$ cat src/uart_rx_pkg.sv
// Operation
// - The low fifteen bits of the period register form the bit-rate divider used for receive and transmit.
// - A divider value N gives exactly N+1 colour-clock ticks between receive samples and transmit bits.
// - All bit timing comes from a colour-clock tick of 279.36 ns (NTSC) or 281.94 ns (PAL).
// - Rates from 110 to beyond one million bits per second and lengths of eight or nine bits are supported.
// - Bit 15 of the write-only period register selects nine data bits when 1 and eight when 0.
// - Received characters appear in a 16-bit word that joins data bits with receive and transmit status bits.
// - Bits shift into an internal register and after the set bit count are copied out with data-ready raised.
// - Right after each copy the shift register accepts the next character with no dead time.
// - A character completing while the full flag is still set raises the overrun flag.
// - Status and interrupts exist for receive full and transmit empty, plus a transmit-shifter-empty flag.
// - Word bits 15..11 report overrun, receive full, transmit empty, shifter empty and the live pin level.
// - Bits 7..0 hold data true, bit 8 the stop or ninth bit, bit 9 the stop bit in nine-bit mode.
package uart_rx_pkg;

   // Byte addresses
   localparam logic [4:0] ADR_PERIOD = 5'h00;
   localparam logic [4:0] ADR_RXWORD = 5'h04;
   localparam logic [4:0] ADR_STATUS = 5'h08;
   localparam logic [4:0] ADR_MASK   = 5'h0C;
   localparam logic [4:0] ADR_TIMING = 5'h10;

   // Period register fields
   localparam int        PER_MODE_BIT = 15;
   localparam int        DIV_W        = 15;
   localparam logic [15:0] PERIOD_RST = 16'h0000;

   // Receive word fields
   localparam int WORD_OVR  = 15;
   localparam int WORD_RBF  = 14;
   localparam int WORD_TBE  = 13;
   localparam int WORD_TRANSMIT_SHIFTER_EMPTY_FLAG = 12;
   localparam int WORD_RXD  = 11;

   // Interrupt status / mask bits
   localparam int        IRQ_W    = 3;
   localparam int        IRQ_RBF  = 0;
   localparam int        IRQ_OVR  = 1;
   localparam int        IRQ_TBE  = 2;
   localparam logic [2:0] MASK_RST = 3'h0;

   // Colour clock and system clock, in picoseconds
   localparam int CLK_PERIOD_PS = 10000;
   localparam int CCK_NTSC_PS   = 279360;
   localparam int CCK_PAL_PS    = 281940;
   localparam int CCK_ACC_W     = 19;
   // Shortest and longest system cycles between colour ticks
   localparam int CCK_MIN_CYC   = CCK_NTSC_PS / CLK_PERIOD_PS;
   localparam int CCK_MAX_CYC   = (CCK_PAL_PS + CLK_PERIOD_PS - 1) / CLK_PERIOD_PS;

   // Bit index of the stop bit in each mode
   localparam logic [3:0] STOP_IDX_8 = 4'h8;
   localparam logic [3:0] STOP_IDX_9 = 4'h9;

   typedef enum logic [1:0] {
      ST_IDLE  = 2'b00,
      ST_START = 2'b01,
      ST_DATA  = 2'b10
   } rx_state_t;

endpackage

$ cat src/serial_uart_baud_receive.sv
// Decided for this implementation: register access over Wishbone and the register offsets.
`timescale 1ns/1ps
module serial_uart_baud_receive
   import uart_rx_pkg::*;
(
   // Clock and reset
   input  wire logic        clk_i,
   input  wire logic        rst_i,
   // Wishbone slave
   input  wire logic        wb_cyc_i,
   input  wire logic        wb_stb_i,
   input  wire logic        wb_we_i,
   input  wire logic [4:0]  wb_adr_i,
   input  wire logic [3:0]  wb_sel_i,
   input  wire logic [31:0] wb_dat_i,
   output logic      [31:0] wb_dat_o,
   output logic             wb_ack_o,
   // Serial line
   input  wire logic        rxd_i,
   // Transmit path link
   input  wire logic        tx_buffer_empty_i,
   input  wire logic        tx_shifter_empty_i,
   output logic             tx_bit_tick_o,
   // Interrupt
   output logic             irq_o
);

   logic [15:0]          period_r;
   logic                 pal_r;
   logic [IRQ_W-1:0]     stat_r;
   logic [IRQ_W-1:0]     mask_r;
   logic [CCK_ACC_W-1:0] cck_acc_r;
   logic                 cck_tick_r;
   logic [DIV_W-1:0]     tx_cnt_r;
   logic                 rx_s1_r;
   logic                 rx_s2_r;
   rx_state_t            st_r;
   logic [DIV_W-1:0]     rx_cnt_r;
   logic [3:0]           bit_idx_r;
   logic [9:0]           rx_shift_r;
   logic                 rx_done_r;
   logic [9:0]           rx_data_r;
   logic                 tbe_d_r;
   logic                 acc_req;
   logic                 wr_en;
   logic                 rd_en;
   logic [DIV_W-1:0]     divider;
   logic                 nine_bits;
   logic [3:0]           stop_idx;
   logic [15:0]          rx_word;
   logic [IRQ_W-1:0]     stat_set;
   logic [IRQ_W-1:0]     stat_clr;
   logic [CCK_ACC_W-1:0] cck_per;
   logic [CCK_ACC_W-1:0] cck_sum;

   assign divider   = period_r[DIV_W-1:0];
   assign nine_bits = period_r[PER_MODE_BIT];
   assign stop_idx  = nine_bits ? STOP_IDX_9 : STOP_IDX_8;

   // Bus handshake: one wait state, ack drops the cycle after it was given
   assign acc_req = wb_cyc_i & wb_stb_i & ~wb_ack_o;
   assign wr_en   = acc_req & wb_we_i;
   assign rd_en   = acc_req & ~wb_we_i;

   always_ff @(posedge clk_i) begin
      if (rst_i) begin
         wb_ack_o <= 1'b0;
      end else begin
         wb_ack_o <= acc_req;
      end
   end

   always_ff @(posedge clk_i) begin
      if (rst_i) begin
         wb_dat_o <= 32'h0000_0000;
      end else if (rd_en) begin
         unique case (wb_adr_i)
            ADR_RXWORD: wb_dat_o <= {16'h0000, rx_word};
            ADR_STATUS: wb_dat_o <= {29'h0000_0000, stat_r};
            ADR_MASK:   wb_dat_o <= {29'h0000_0000, mask_r};
            ADR_TIMING: wb_dat_o <= {31'h0000_0000, pal_r};
            default:    wb_dat_o <= 32'h0000_0000;
         endcase
      end
   end

   // Period register is write-only; reads return zero
   always_ff @(posedge clk_i) begin
      if (rst_i) begin
         period_r <= PERIOD_RST;
      end else if (wr_en && wb_adr_i == ADR_PERIOD) begin
         if (wb_sel_i[0]) begin
            period_r[7:0] <= wb_dat_i[7:0];
         end
         if (wb_sel_i[1]) begin
            period_r[15:8] <= wb_dat_i[15:8];
         end
      end
   end

   always_ff @(posedge clk_i) begin
      if (rst_i) begin
         mask_r <= MASK_RST;
         pal_r  <= 1'b0;
      end else if (wr_en && wb_sel_i[0]) begin
         if (wb_adr_i == ADR_MASK) begin
            mask_r <= wb_dat_i[IRQ_W-1:0];
         end
         if (wb_adr_i == ADR_TIMING) begin
            pal_r <= wb_dat_i[0];
         end
      end
   end

   // Colour-clock tick from a picosecond phase accumulator
   assign cck_per = pal_r ? CCK_ACC_W'(CCK_PAL_PS) : CCK_ACC_W'(CCK_NTSC_PS);
   assign cck_sum = cck_acc_r + CCK_ACC_W'(CLK_PERIOD_PS);

   always_ff @(posedge clk_i) begin
      if (rst_i) begin
         cck_acc_r  <= '0;
         cck_tick_r <= 1'b0;
      end else if (cck_sum >= cck_per) begin
         cck_acc_r  <= cck_sum - cck_per;
         cck_tick_r <= 1'b1;
      end else begin
         cck_acc_r  <= cck_sum;
         cck_tick_r <= 1'b0;
      end
   end

   // Transmit bit pacing: one pulse every divider+1 colour ticks
   always_ff @(posedge clk_i) begin
      if (rst_i) begin
         tx_cnt_r      <= '0;
         tx_bit_tick_o <= 1'b0;
      end else begin
         tx_bit_tick_o <= 1'b0;
         if (cck_tick_r) begin
            if (tx_cnt_r == '0) begin
               tx_cnt_r      <= divider;
               tx_bit_tick_o <= 1'b1;
            end else begin
               tx_cnt_r <= tx_cnt_r - 1'b1;
            end
         end
      end
   end

   // Receive pin synchroniser
   always_ff @(posedge clk_i) begin
      if (rst_i) begin
         rx_s1_r <= 1'b1;
         rx_s2_r <= 1'b1;
      end else begin
         rx_s1_r <= rxd_i;
         rx_s2_r <= rx_s1_r;
      end
   end

   // Receive sequencer; start is checked at mid-bit, then divider+1 ticks per bit
   always_ff @(posedge clk_i) begin
      if (rst_i) begin
         st_r       <= ST_IDLE;
         rx_cnt_r   <= '0;
         bit_idx_r  <= 4'h0;
         rx_shift_r <= 10'h000;
         rx_done_r  <= 1'b0;
      end else begin
         rx_done_r <= 1'b0;
         unique case (st_r)
            ST_IDLE: begin
               if (!rx_s2_r) begin
                  st_r     <= ST_START;
                  rx_cnt_r <= divider >> 1;
               end
            end
            ST_START: begin
               if (cck_tick_r) begin
                  if (rx_cnt_r != '0) begin
                     rx_cnt_r <= rx_cnt_r - 1'b1;
                  end else if (rx_s2_r) begin
                     st_r <= ST_IDLE;
                  end else begin
                     st_r       <= ST_DATA;
                     rx_cnt_r   <= divider;
                     bit_idx_r  <= 4'h0;
                     rx_shift_r <= 10'h000;
                  end
               end
            end
            ST_DATA: begin
               if (cck_tick_r) begin
                  if (rx_cnt_r != '0) begin
                     rx_cnt_r <= rx_cnt_r - 1'b1;
                  end else begin
                     rx_cnt_r              <= divider;
                     rx_shift_r[bit_idx_r] <= rx_s2_r;
                     bit_idx_r             <= bit_idx_r + 1'b1;
                     if (bit_idx_r == stop_idx) begin
                        rx_done_r <= 1'b1;
                        st_r      <= ST_IDLE;
                     end
                  end
               end
            end
            default: st_r <= ST_IDLE;
         endcase
      end
   end

   // Transfer to the receive word
   always_ff @(posedge clk_i) begin
      if (rst_i) begin
         rx_data_r <= 10'h000;
      end else if (rx_done_r) begin
         rx_data_r <= nine_bits ? rx_shift_r : {1'b0, rx_shift_r[8:0]};
      end
   end

   // Sticky status, cleared by reading it; a new event wins over the clear
   always_ff @(posedge clk_i) begin
      if (rst_i) begin
         tbe_d_r <= 1'b1;
      end else begin
         tbe_d_r <= tx_buffer_empty_i;
      end
   end

   always_comb begin
      stat_set          = '0;
      stat_set[IRQ_RBF] = rx_done_r;
      stat_set[IRQ_OVR] = rx_done_r & stat_r[IRQ_RBF];
      stat_set[IRQ_TBE] = tx_buffer_empty_i & ~tbe_d_r;
      stat_clr          = (rd_en && wb_adr_i == ADR_STATUS) ? stat_r : '0;
   end

   always_ff @(posedge clk_i) begin
      if (rst_i) begin
         stat_r <= '0;
      end else begin
         stat_r <= (stat_r & ~stat_clr) | stat_set;
      end
   end

   assign irq_o = |(stat_r & mask_r);

   always_comb begin
      rx_word            = {6'h00, rx_data_r};
      rx_word[WORD_OVR]  = stat_r[IRQ_OVR];
      rx_word[WORD_RBF]  = stat_r[IRQ_RBF];
      rx_word[WORD_TBE]  = tx_buffer_empty_i;
      rx_word[WORD_TRANSMIT_SHIFTER_EMPTY_FLAG] = tx_shifter_empty_i;
      rx_word[WORD_RXD]  = rx_s2_r;
   end

   // Checking helpers
   logic [7:0]       cyc_gap_r;
   logic [DIV_W:0]   cck_gap_r;
   logic             gap_ok_r;

   always_ff @(posedge clk_i) begin
      if (rst_i) begin
         cyc_gap_r <= 8'h00;
      end else if (cck_tick_r) begin
         cyc_gap_r <= 8'h01;
      end else if (cyc_gap_r != 8'hFF) begin
         cyc_gap_r <= cyc_gap_r + 1'b1;
      end
   end

   always_ff @(posedge clk_i) begin
      if (rst_i || (wr_en && wb_adr_i == ADR_PERIOD)) begin
         cck_gap_r <= '0;
         gap_ok_r  <= 1'b0;
      end else if (tx_bit_tick_o) begin
         cck_gap_r <= (DIV_W+1)'(cck_tick_r);
         gap_ok_r  <= 1'b1;
      end else if (cck_tick_r) begin
         cck_gap_r <= cck_gap_r + 1'b1;
      end
   end

   a_cck_spacing: assert property (@(posedge clk_i) disable iff (rst_i)
      cck_tick_r && cyc_gap_r != 8'h00 && cyc_gap_r != 8'hFF |->
         cyc_gap_r >= 8'(CCK_MIN_CYC) && cyc_gap_r <= 8'(CCK_MAX_CYC))
      else $error("colour tick spacing out of range");

   a_bit_spacing: assert property (@(posedge clk_i) disable iff (rst_i)
      tx_bit_tick_o && gap_ok_r |-> cck_gap_r == {1'b0, divider} + 1'b1)
      else $error("bit interval differs from divider plus one");

   a_divider_load: assert property (@(posedge clk_i) disable iff (rst_i)
      wr_en && wb_adr_i == ADR_PERIOD && wb_sel_i == 4'hF |=>
         divider == $past(wb_dat_i[14:0]) && nine_bits == $past(wb_dat_i[15]))
      else $error("period write not applied");

   a_sync_chain: assert property (@(posedge clk_i) disable iff (rst_i)
      !$past(rst_i) && !$past(rst_i, 2) |-> rx_s2_r == $past(rxd_i, 2))
      else $error("receive pin not two-stage synchronised");

   a_char_length: assert property (@(posedge clk_i) disable iff (rst_i)
      rx_done_r |-> bit_idx_r == stop_idx + 1'b1)
      else $error("wrong number of bits before transfer");

   a_full_raised: assert property (@(posedge clk_i) disable iff (rst_i)
      rx_done_r |=> stat_r[IRQ_RBF] && rx_word[WORD_RBF])
      else $error("receive full not raised after transfer");

   a_data_copy: assert property (@(posedge clk_i) disable iff (rst_i)
      rx_done_r |=> rx_data_r[8:0] == $past(rx_shift_r[8:0]) &&
         rx_data_r[9] == ($past(nine_bits) & $past(rx_shift_r[9])))
      else $error("receive word data mismatch");

   a_no_dead_time: assert property (@(posedge clk_i) disable iff (rst_i)
      rx_done_r |-> st_r == ST_IDLE)
      else $error("receiver not ready after transfer");

   a_overrun_set: assert property (@(posedge clk_i) disable iff (rst_i)
      rx_done_r && stat_r[IRQ_RBF] |=> stat_r[IRQ_OVR] && rx_word[WORD_OVR])
      else $error("overrun not flagged");

   a_tbe_event: assert property (@(posedge clk_i) disable iff (rst_i)
      $rose(tx_buffer_empty_i) |=> ##1 stat_r[IRQ_TBE])
      else $error("transmit empty event lost");

   a_pin_live: assert property (@(posedge clk_i) disable iff (rst_i)
      rd_en && wb_adr_i == ADR_RXWORD |=> wb_dat_o[WORD_RXD] == $past(rx_s2_r))
      else $error("pin level not reported in word");

   a_word_status: assert property (@(posedge clk_i) disable iff (rst_i)
      rd_en && wb_adr_i == ADR_RXWORD |=>
         wb_dat_o[WORD_OVR] == $past(stat_r[IRQ_OVR]) && wb_dat_o[WORD_RBF] == $past(stat_r[IRQ_RBF]) &&
         wb_dat_o[WORD_TBE] == $past(tx_buffer_empty_i) && wb_dat_o[WORD_TRANSMIT_SHIFTER_EMPTY_FLAG] == $past(tx_shifter_empty_i))
      else $error("receive word status bits misplaced");

   a_status_clear: assert property (@(posedge clk_i) disable iff (rst_i)
      rd_en && wb_adr_i == ADR_STATUS && !rx_done_r |=> !stat_r[IRQ_RBF] && !stat_r[IRQ_OVR])
      else $error("status not cleared by read");

   a_overrun_hold: assert property (@(posedge clk_i) disable iff (rst_i)
      stat_r[IRQ_OVR] && !(rd_en && wb_adr_i == ADR_STATUS) |=> stat_r[IRQ_OVR])
      else $error("overrun flag lost before status read");

endmodule

$ cat config.mk
export PLATFORM = sky130hd
export DESIGN_NAME = serial_uart_baud_receive
export DESIGN_NICKNAME = d
export VERILOG_FILES = /design/src/uart_rx_pkg.sv /design/src/serial_uart_baud_receive.sv
export SDC_FILE = /design/constraint.sdc
export NUM_CORES = 1
export LEC_CHECK = 0
export BUFFER_PORTS_ARGS = -buffer_cell sky130_fd_sc_hd__buf_4
export CAP_MARGIN = 10
export CORE_ASPECT_RATIO = 1.4
export CORE_MARGIN = 8
export CORE_UTILIZATION = 55
export DETAILED_ROUTE_END_ITERATION = 10
export PLACE_DENSITY = 0.88
export SLEW_MARGIN = 20
export SYNTH_ARGS = -nofsm -noshare
export SYNTH_HDL_FRONTEND = slang
export SYNTH_SLANG_ARGS = --single-unit
$ cat constraint.sdc
create_clock -name clk_i -period 4 [get_ports clk_i]
set_input_delay 0.4 -clock clk_i [delete_from_list [all_inputs] [get_ports clk_i]]
set_output_delay 0.4 -clock clk_i [all_outputs]
set_load 0.02 [all_outputs]
# ---- Yosys cells after proc, flatten, opt, wreduce, memory -nomap -nowiden
# Index checks and enable logic that the tools add are counted.
dict set report classes {
  add_sub_neg 5
  magnitude_cmp 3
  eq_ne 15
  mux 40
  bitwise 15
  n_reduce_logical 20
}
# op count
set ops {}
lappend ops {{15-bit 2-to-1 mux} 7}
lappend ops {{16-bit case mux with 4 select lines} 1}
lappend ops {{10-bit 2-to-1 mux} 6}
lappend ops {{15-bit case mux with 3 select lines} 1}
lappend ops {{15-bit by 1-bit subtractor with 15-bit output, second input constant} 2}
lappend ops {{4-bit 2-to-1 mux} 5}
lappend ops {{10-bit case mux with 2 select lines} 1}
lappend ops {{19-bit by 14-bit adder with 19-bit output, second input constant} 1}
lappend ops {{19-bit greater-or-equal comparator} 1}
lappend ops {{19-bit 2-to-1 mux} 1}
lappend ops {{19-bit subtractor} 1}
lappend ops {{15-bit logical NOT} 1}
lappend ops {{15-bit nonzero test} 1}
lappend ops {{2-bit 2-to-1 mux} 7}
lappend ops {{2-bit inequality test, second input constant} 7}
lappend ops {{12-bit 2-to-1 mux} 1}
lappend ops {{6-bit AND reduction} 2}
lappend ops {{10-bit bitwise mux} 1}
lappend ops {{5-bit by 4-bit == test with 1-bit output, second input constant} 2}
lappend ops {{4-bit case mux with 2 select lines} 1}
lappend ops {{2-bit AND reduction} 4}
lappend ops {{1-bit bitwise AND} 6}
lappend ops {{3-bit bitwise AND} 2}
lappend ops {{2-bit case mux with 3 select lines} 1}
lappend ops {{24 further kinds} 35}
dict set report totals {
  register_bits 137
  inputBits 49
  output_inout_bits 35
  elab_cells 118
}

# ---- Depth between registers and ports, before layout
dict set report depth {
  word_depth 8
  depth_mapped 12
  mapped_depth_nobuf 11
}

# ---- Worst setup path before layout
# No wires, ideal clock.
dict set report synth_path {
  kind {reg2reg}
  from {register cck_acc_r[4]}
  to {register cck_acc_r[5]}
  setup_time_ps 123
  arrival_ps 2987
  slack_ps 890
  path_stages_with_launch 13
  period_less_slack_ps 3110
  path_cell_list {dfxtp_1 ha_1 and3_1 o31ai_1 nand2_1 ha_1 nand3_1 nor2_1 nand4_1 a211o_2 buf_6 a221oi_2 mux2_1}
}
dict set report synth_between {
  elab_chain_cells 3
}
# item line_no
set synth_rtl {}
lappend synth_rtl {{start, declared} serial_uart_baud_receive.sv:32} ;# logic [CCK_ACC_W-1:0] cck_acc_r;
lappend synth_rtl {{start signal, assigned} serial_uart_baud_receive.sv:124} ;# cck_acc_r <= cck_sum - cck_per;
lappend synth_rtl {{start signal, assigned} serial_uart_baud_receive.sv:127} ;# cck_acc_r <= cck_sum;
lappend synth_rtl {{19-bit by 14-bit adder with 19-bit output *} serial_uart_baud_receive.sv:117} ;# assign cck_sum = cck_acc_r + CCK_ACC_W'(CLK_PERIOD_PS);
lappend synth_rtl {{19-bit subtractor or 19-bit greater-or-equal comparator (tied branches)} {serial_uart_baud_receive.sv:124, serial_uart_baud_receive.sv:123}}
lappend synth_rtl {{19-bit 2-to-1 mux *} serial_uart_baud_receive.sv:123} ;# end else if (cck_sum >= cck_per) begin
# Mark *: on every way between the ends. The rest lies on a longest branch, timed or not.
# A chain may end at the register's enable or synchronous reset.

# ---- Final worst setup path
dict set report layout_path {
  from {register cck_acc_r[4]}
  to {register cck_acc_r[13]}
}
# Same word-level chain as after synthesis.

==> impl_results.md <==
* Placed instance count at 905
* Reg-to-Reg End: cck_acc_r[13]
* Die width at 106 um
* Synth area leader: dfxtp_1
* Worst Setup End Kind: flip-flop
* Final total power at 3.82 mW
* Top Ports at 84
* H-tree levels at 4
* Routed len/inst at 15.4 um
* Hold path endpoint: rx_s1_r
* Mapped cell area at 6260 um^2
* All-layer global routing usage at 19.3%
* Starting DRT DRC Count at 433
* Hold_sp: rxd_i
* Hold path cells at 2
* Status: finished, final reports clean
* Fraction of layout cells with a size suffix above 1 at 14.2%
* Filler cells at 869
* Crit path DAT at 3.91 ns
* Worst skew pair latency at 0.42 ns
* Diode count at 0
* Final setup fails at 0
* R2R setup slack at 0.40 ns
* Rel. slew slack at 45.2%
* CTS tree: yes
* Post-CTS sizing at 0
* Routability cong. at 0.909
* FMAX at 0.278 GHz
* RSZ-0062 raised after global routing: false
* Critical Path Start: cck_acc_r[4]
* Power Density at 535 nW/um^2
* Core area at 11200 um^2
* DRC Markers at 0
* Clock slew at reported path FFs at 0.06 ns
* Post-synthesis average cell area at 8.37 um^2
* Row count at 46
* Via density at 5.81
* IR drop worst, VDD at 0.462 mV
* Vias in the first global route at 5269
* Post-synth ARST share at 0%
* Fin Clk Skew at 0.0129 ns
* Synth warn at 0
* Max Cap Viol at 0
* Synthesis-stage register bit count at 118
* Area fraction of the dominant cell type after synthesis at 37.7%
* CP Max Fanout at 8
* Root buf cell: clkbuf_16
* Router iterations before antenna repair at 5
* Setup ws final at 0.400 ns
* Initial Utilization at 55.8%
* # port buffers at 48
* Post-Layout Cell Count at 937
* Place WS at 0.463 ns
* Post-CTS Setup Bufs at 0
* Grt ovf at 0
* P_leak at 2.80 nW
* Hold Path Class: input port to flip-flop
* Final hold vios at 0
* R2R Path Start: cck_acc_r[4]
* Antenna violations before repair at 0
* Fin nets at 846
* CP Launch Type: flip-flop
* Final ANT Viol Nets at 0
* Die area at 15100 um^2
* Worst setup path class: flip-flop to flip-flop
* Number of synthesized flops with an enable pin at 0
* Max Slew Vio Count at 0
* Vias at 5448
* Post-DP HPWL at 9910 um
* Total clock sinks at 118
* Final setup TNS at 0 ns
* Worst Path Required at 4.31 ns
* Clock Tree Buf Depth at 2
* Count of cell types in the netlist at 70
* Maximum number of pins on one net before global-route repair at 82
* FF-to-FF path depth at 11
* CTS Buf Count at 17
* Die H at 142 um
* Post-CTS Hold Buffers at 0
* Tcrit/Tclk final at 90.0%
* Top post-synthesis cells by area: dfxtp_1 38%, nor2_1 6.8%, mux2i_1 6.6%
* Final WL at 14400 um
* Min cycle time layout at 3.60 ns
* Post-synthesis sequential area ratio at 37.7%
* P&R area growth vs syn at 14.0%
* Syn Inst Count at 748
* Global-route wire length before repair at 24000 um
* Ys flop type: dfxtp_1
* Slew @ Worst Pin at 0.822 ns
==> cell usage in the layout, fill, tap and decap left out, types with 6 or more instances in the layout <==
| cell type | n |
|---|---|
| a211oi_1 | 17 |
| nand2_1 | 62 |
| dfxtp_1 | 118 |
| a21oi_1 | 47 |
| clkbuf_16 | 17 |
| inv_1 | 20 |
| nand2b_1 | 12 |
| conb_1 | 17 |
| o21ai_0 | 26 |
| or2_2 | 6 |
| a22oi_1 | 15 |
| o211ai_1 | 9 |
| nand3_1 | 25 |
| nor3_1 | 22 |
| mux2i_1 | 41 |
| mux2_2 | 9 |
| nand4_1 | 10 |
| buf_4 | 50 |
| nor4_1 | 10 |
| xor2_1 | 12 |
| or3_1 | 8 |
| nor2b_1 | 12 |
| ha_1 | 17 |
| xnor2_1 | 20 |
| a311oi_1 | 6 |
| nor2_1 | 113 |
==> cell usage after synthesis (8+ instances only) <==
cell	n
dfxtp_1	118
nor2_1	113
nand2_1	62
a21oi_1	47
mux2i_1	41
o21ai_0	26
clkbuf_1	25
nand3_1	25
nor3_1	22
inv_1	20
xnor2_1	20
a211oi_1	17
buf_4	17
ha_1	17
a22oi_1	15
nand2b_1	12
nor2b_1	12
xor2_1	12
nand4_1	10
nor4_1	10
mux2_2	9
o211ai_1	9
or3_1	8
==> sequential cells by signal, indices dropped and copies added, names as in the netlist, 2 cells and up <==
register	count
rx_cnt_r	15
period_r	16
st_r	2
tx_cnt_r	15
bit_idx_r	4
wb_dat_o	15
stat_r	3
rx_shift_r	10
mask_r	3
rx_data_r	10
cck_acc_r	17
==> final cells by class <==
class,instances,area [um^2],area share (%)
Multi-Input combinational cell,573,3590,50.2
Clock buffer,17,425,5.96
Clock inverter,15,136,1.91
Sequential cell,118,2360,33.1
Timing Repair Buffer,50,375,5.26
Tap cell,144,180,2.52
Inverter,20,75.1,1.05
==> worst max-delay path, stage by stage (launching register included) <==
cell,delay (ns)
dfxtp_1,0.37
ha_1,0.31
and3_1,0.27
o31ai_1,0.23
nand2_1,0.11
ha_1,0.37
nand3_1,0.13
nor2_1,0.28
nand4_1,0.25
a211oi_2,0.59
o211a_1,0.28
mux2_4,0.29
==> metrics by stage <==
stage	util (%)	hold WS (ns)	area [um^2]
4_1_cts	63.6	0.160	7140
3_3_place_gp	58.6	0.395	6580
5_1_grt	63.6	0.158	7140
2_1_floorplan	-	0.389	6320
6_report	63.6	0.167	7140
3_5_place_dp	58.6	0.400	6580
==> power by group <==
group	internal (mW)	switching [mW]
Combinational	0.429	0.612
Clock	0.817	0.617
Sequential	1.25	0.0957
==> cell families (layout without fill, tap and decap cells) <==
kind of cell	count (synthesis)	after routing	share of synthesized area [%]
xor gates and xnor gates	32	32	4.47
buffers and inverters	73	102	6.09
adders and majority gates	17	17	3.40
DFF	118	118	37.7
AOI/OAI and AO/OA	156	156	17.0
muxes	52	52	8.59
and+or+nand+nor	299	299	22.6
other	1	17	0.0599
==> worst max-delay path by stage <==
stage | end | slack (ns) | cells after the start
3_3_place_gp | cck_acc_r[13] | 0.57 | 11
5_1_grt | cck_acc_r[13] | 0.18 | 11
2_1_floorplan | cck_acc_r[5] | 0.89 | 12
4_1_cts | cck_acc_r[13] | 0.43 | 11
3_5_place_dp | cck_acc_r[13] | 0.46 | 11
6_report | cck_acc_r[13] | 0.40 | 11
==> layer usage <==
layer,vias up,track usage (%),routed length (um)
met5,-,0,0
met1,2562,20.4,5640
met3,40,4.49,623
met4,0,11.5,473
li1,2691,-,-
met2,155,34.2,7660
(Power assumes the default switching activity.)
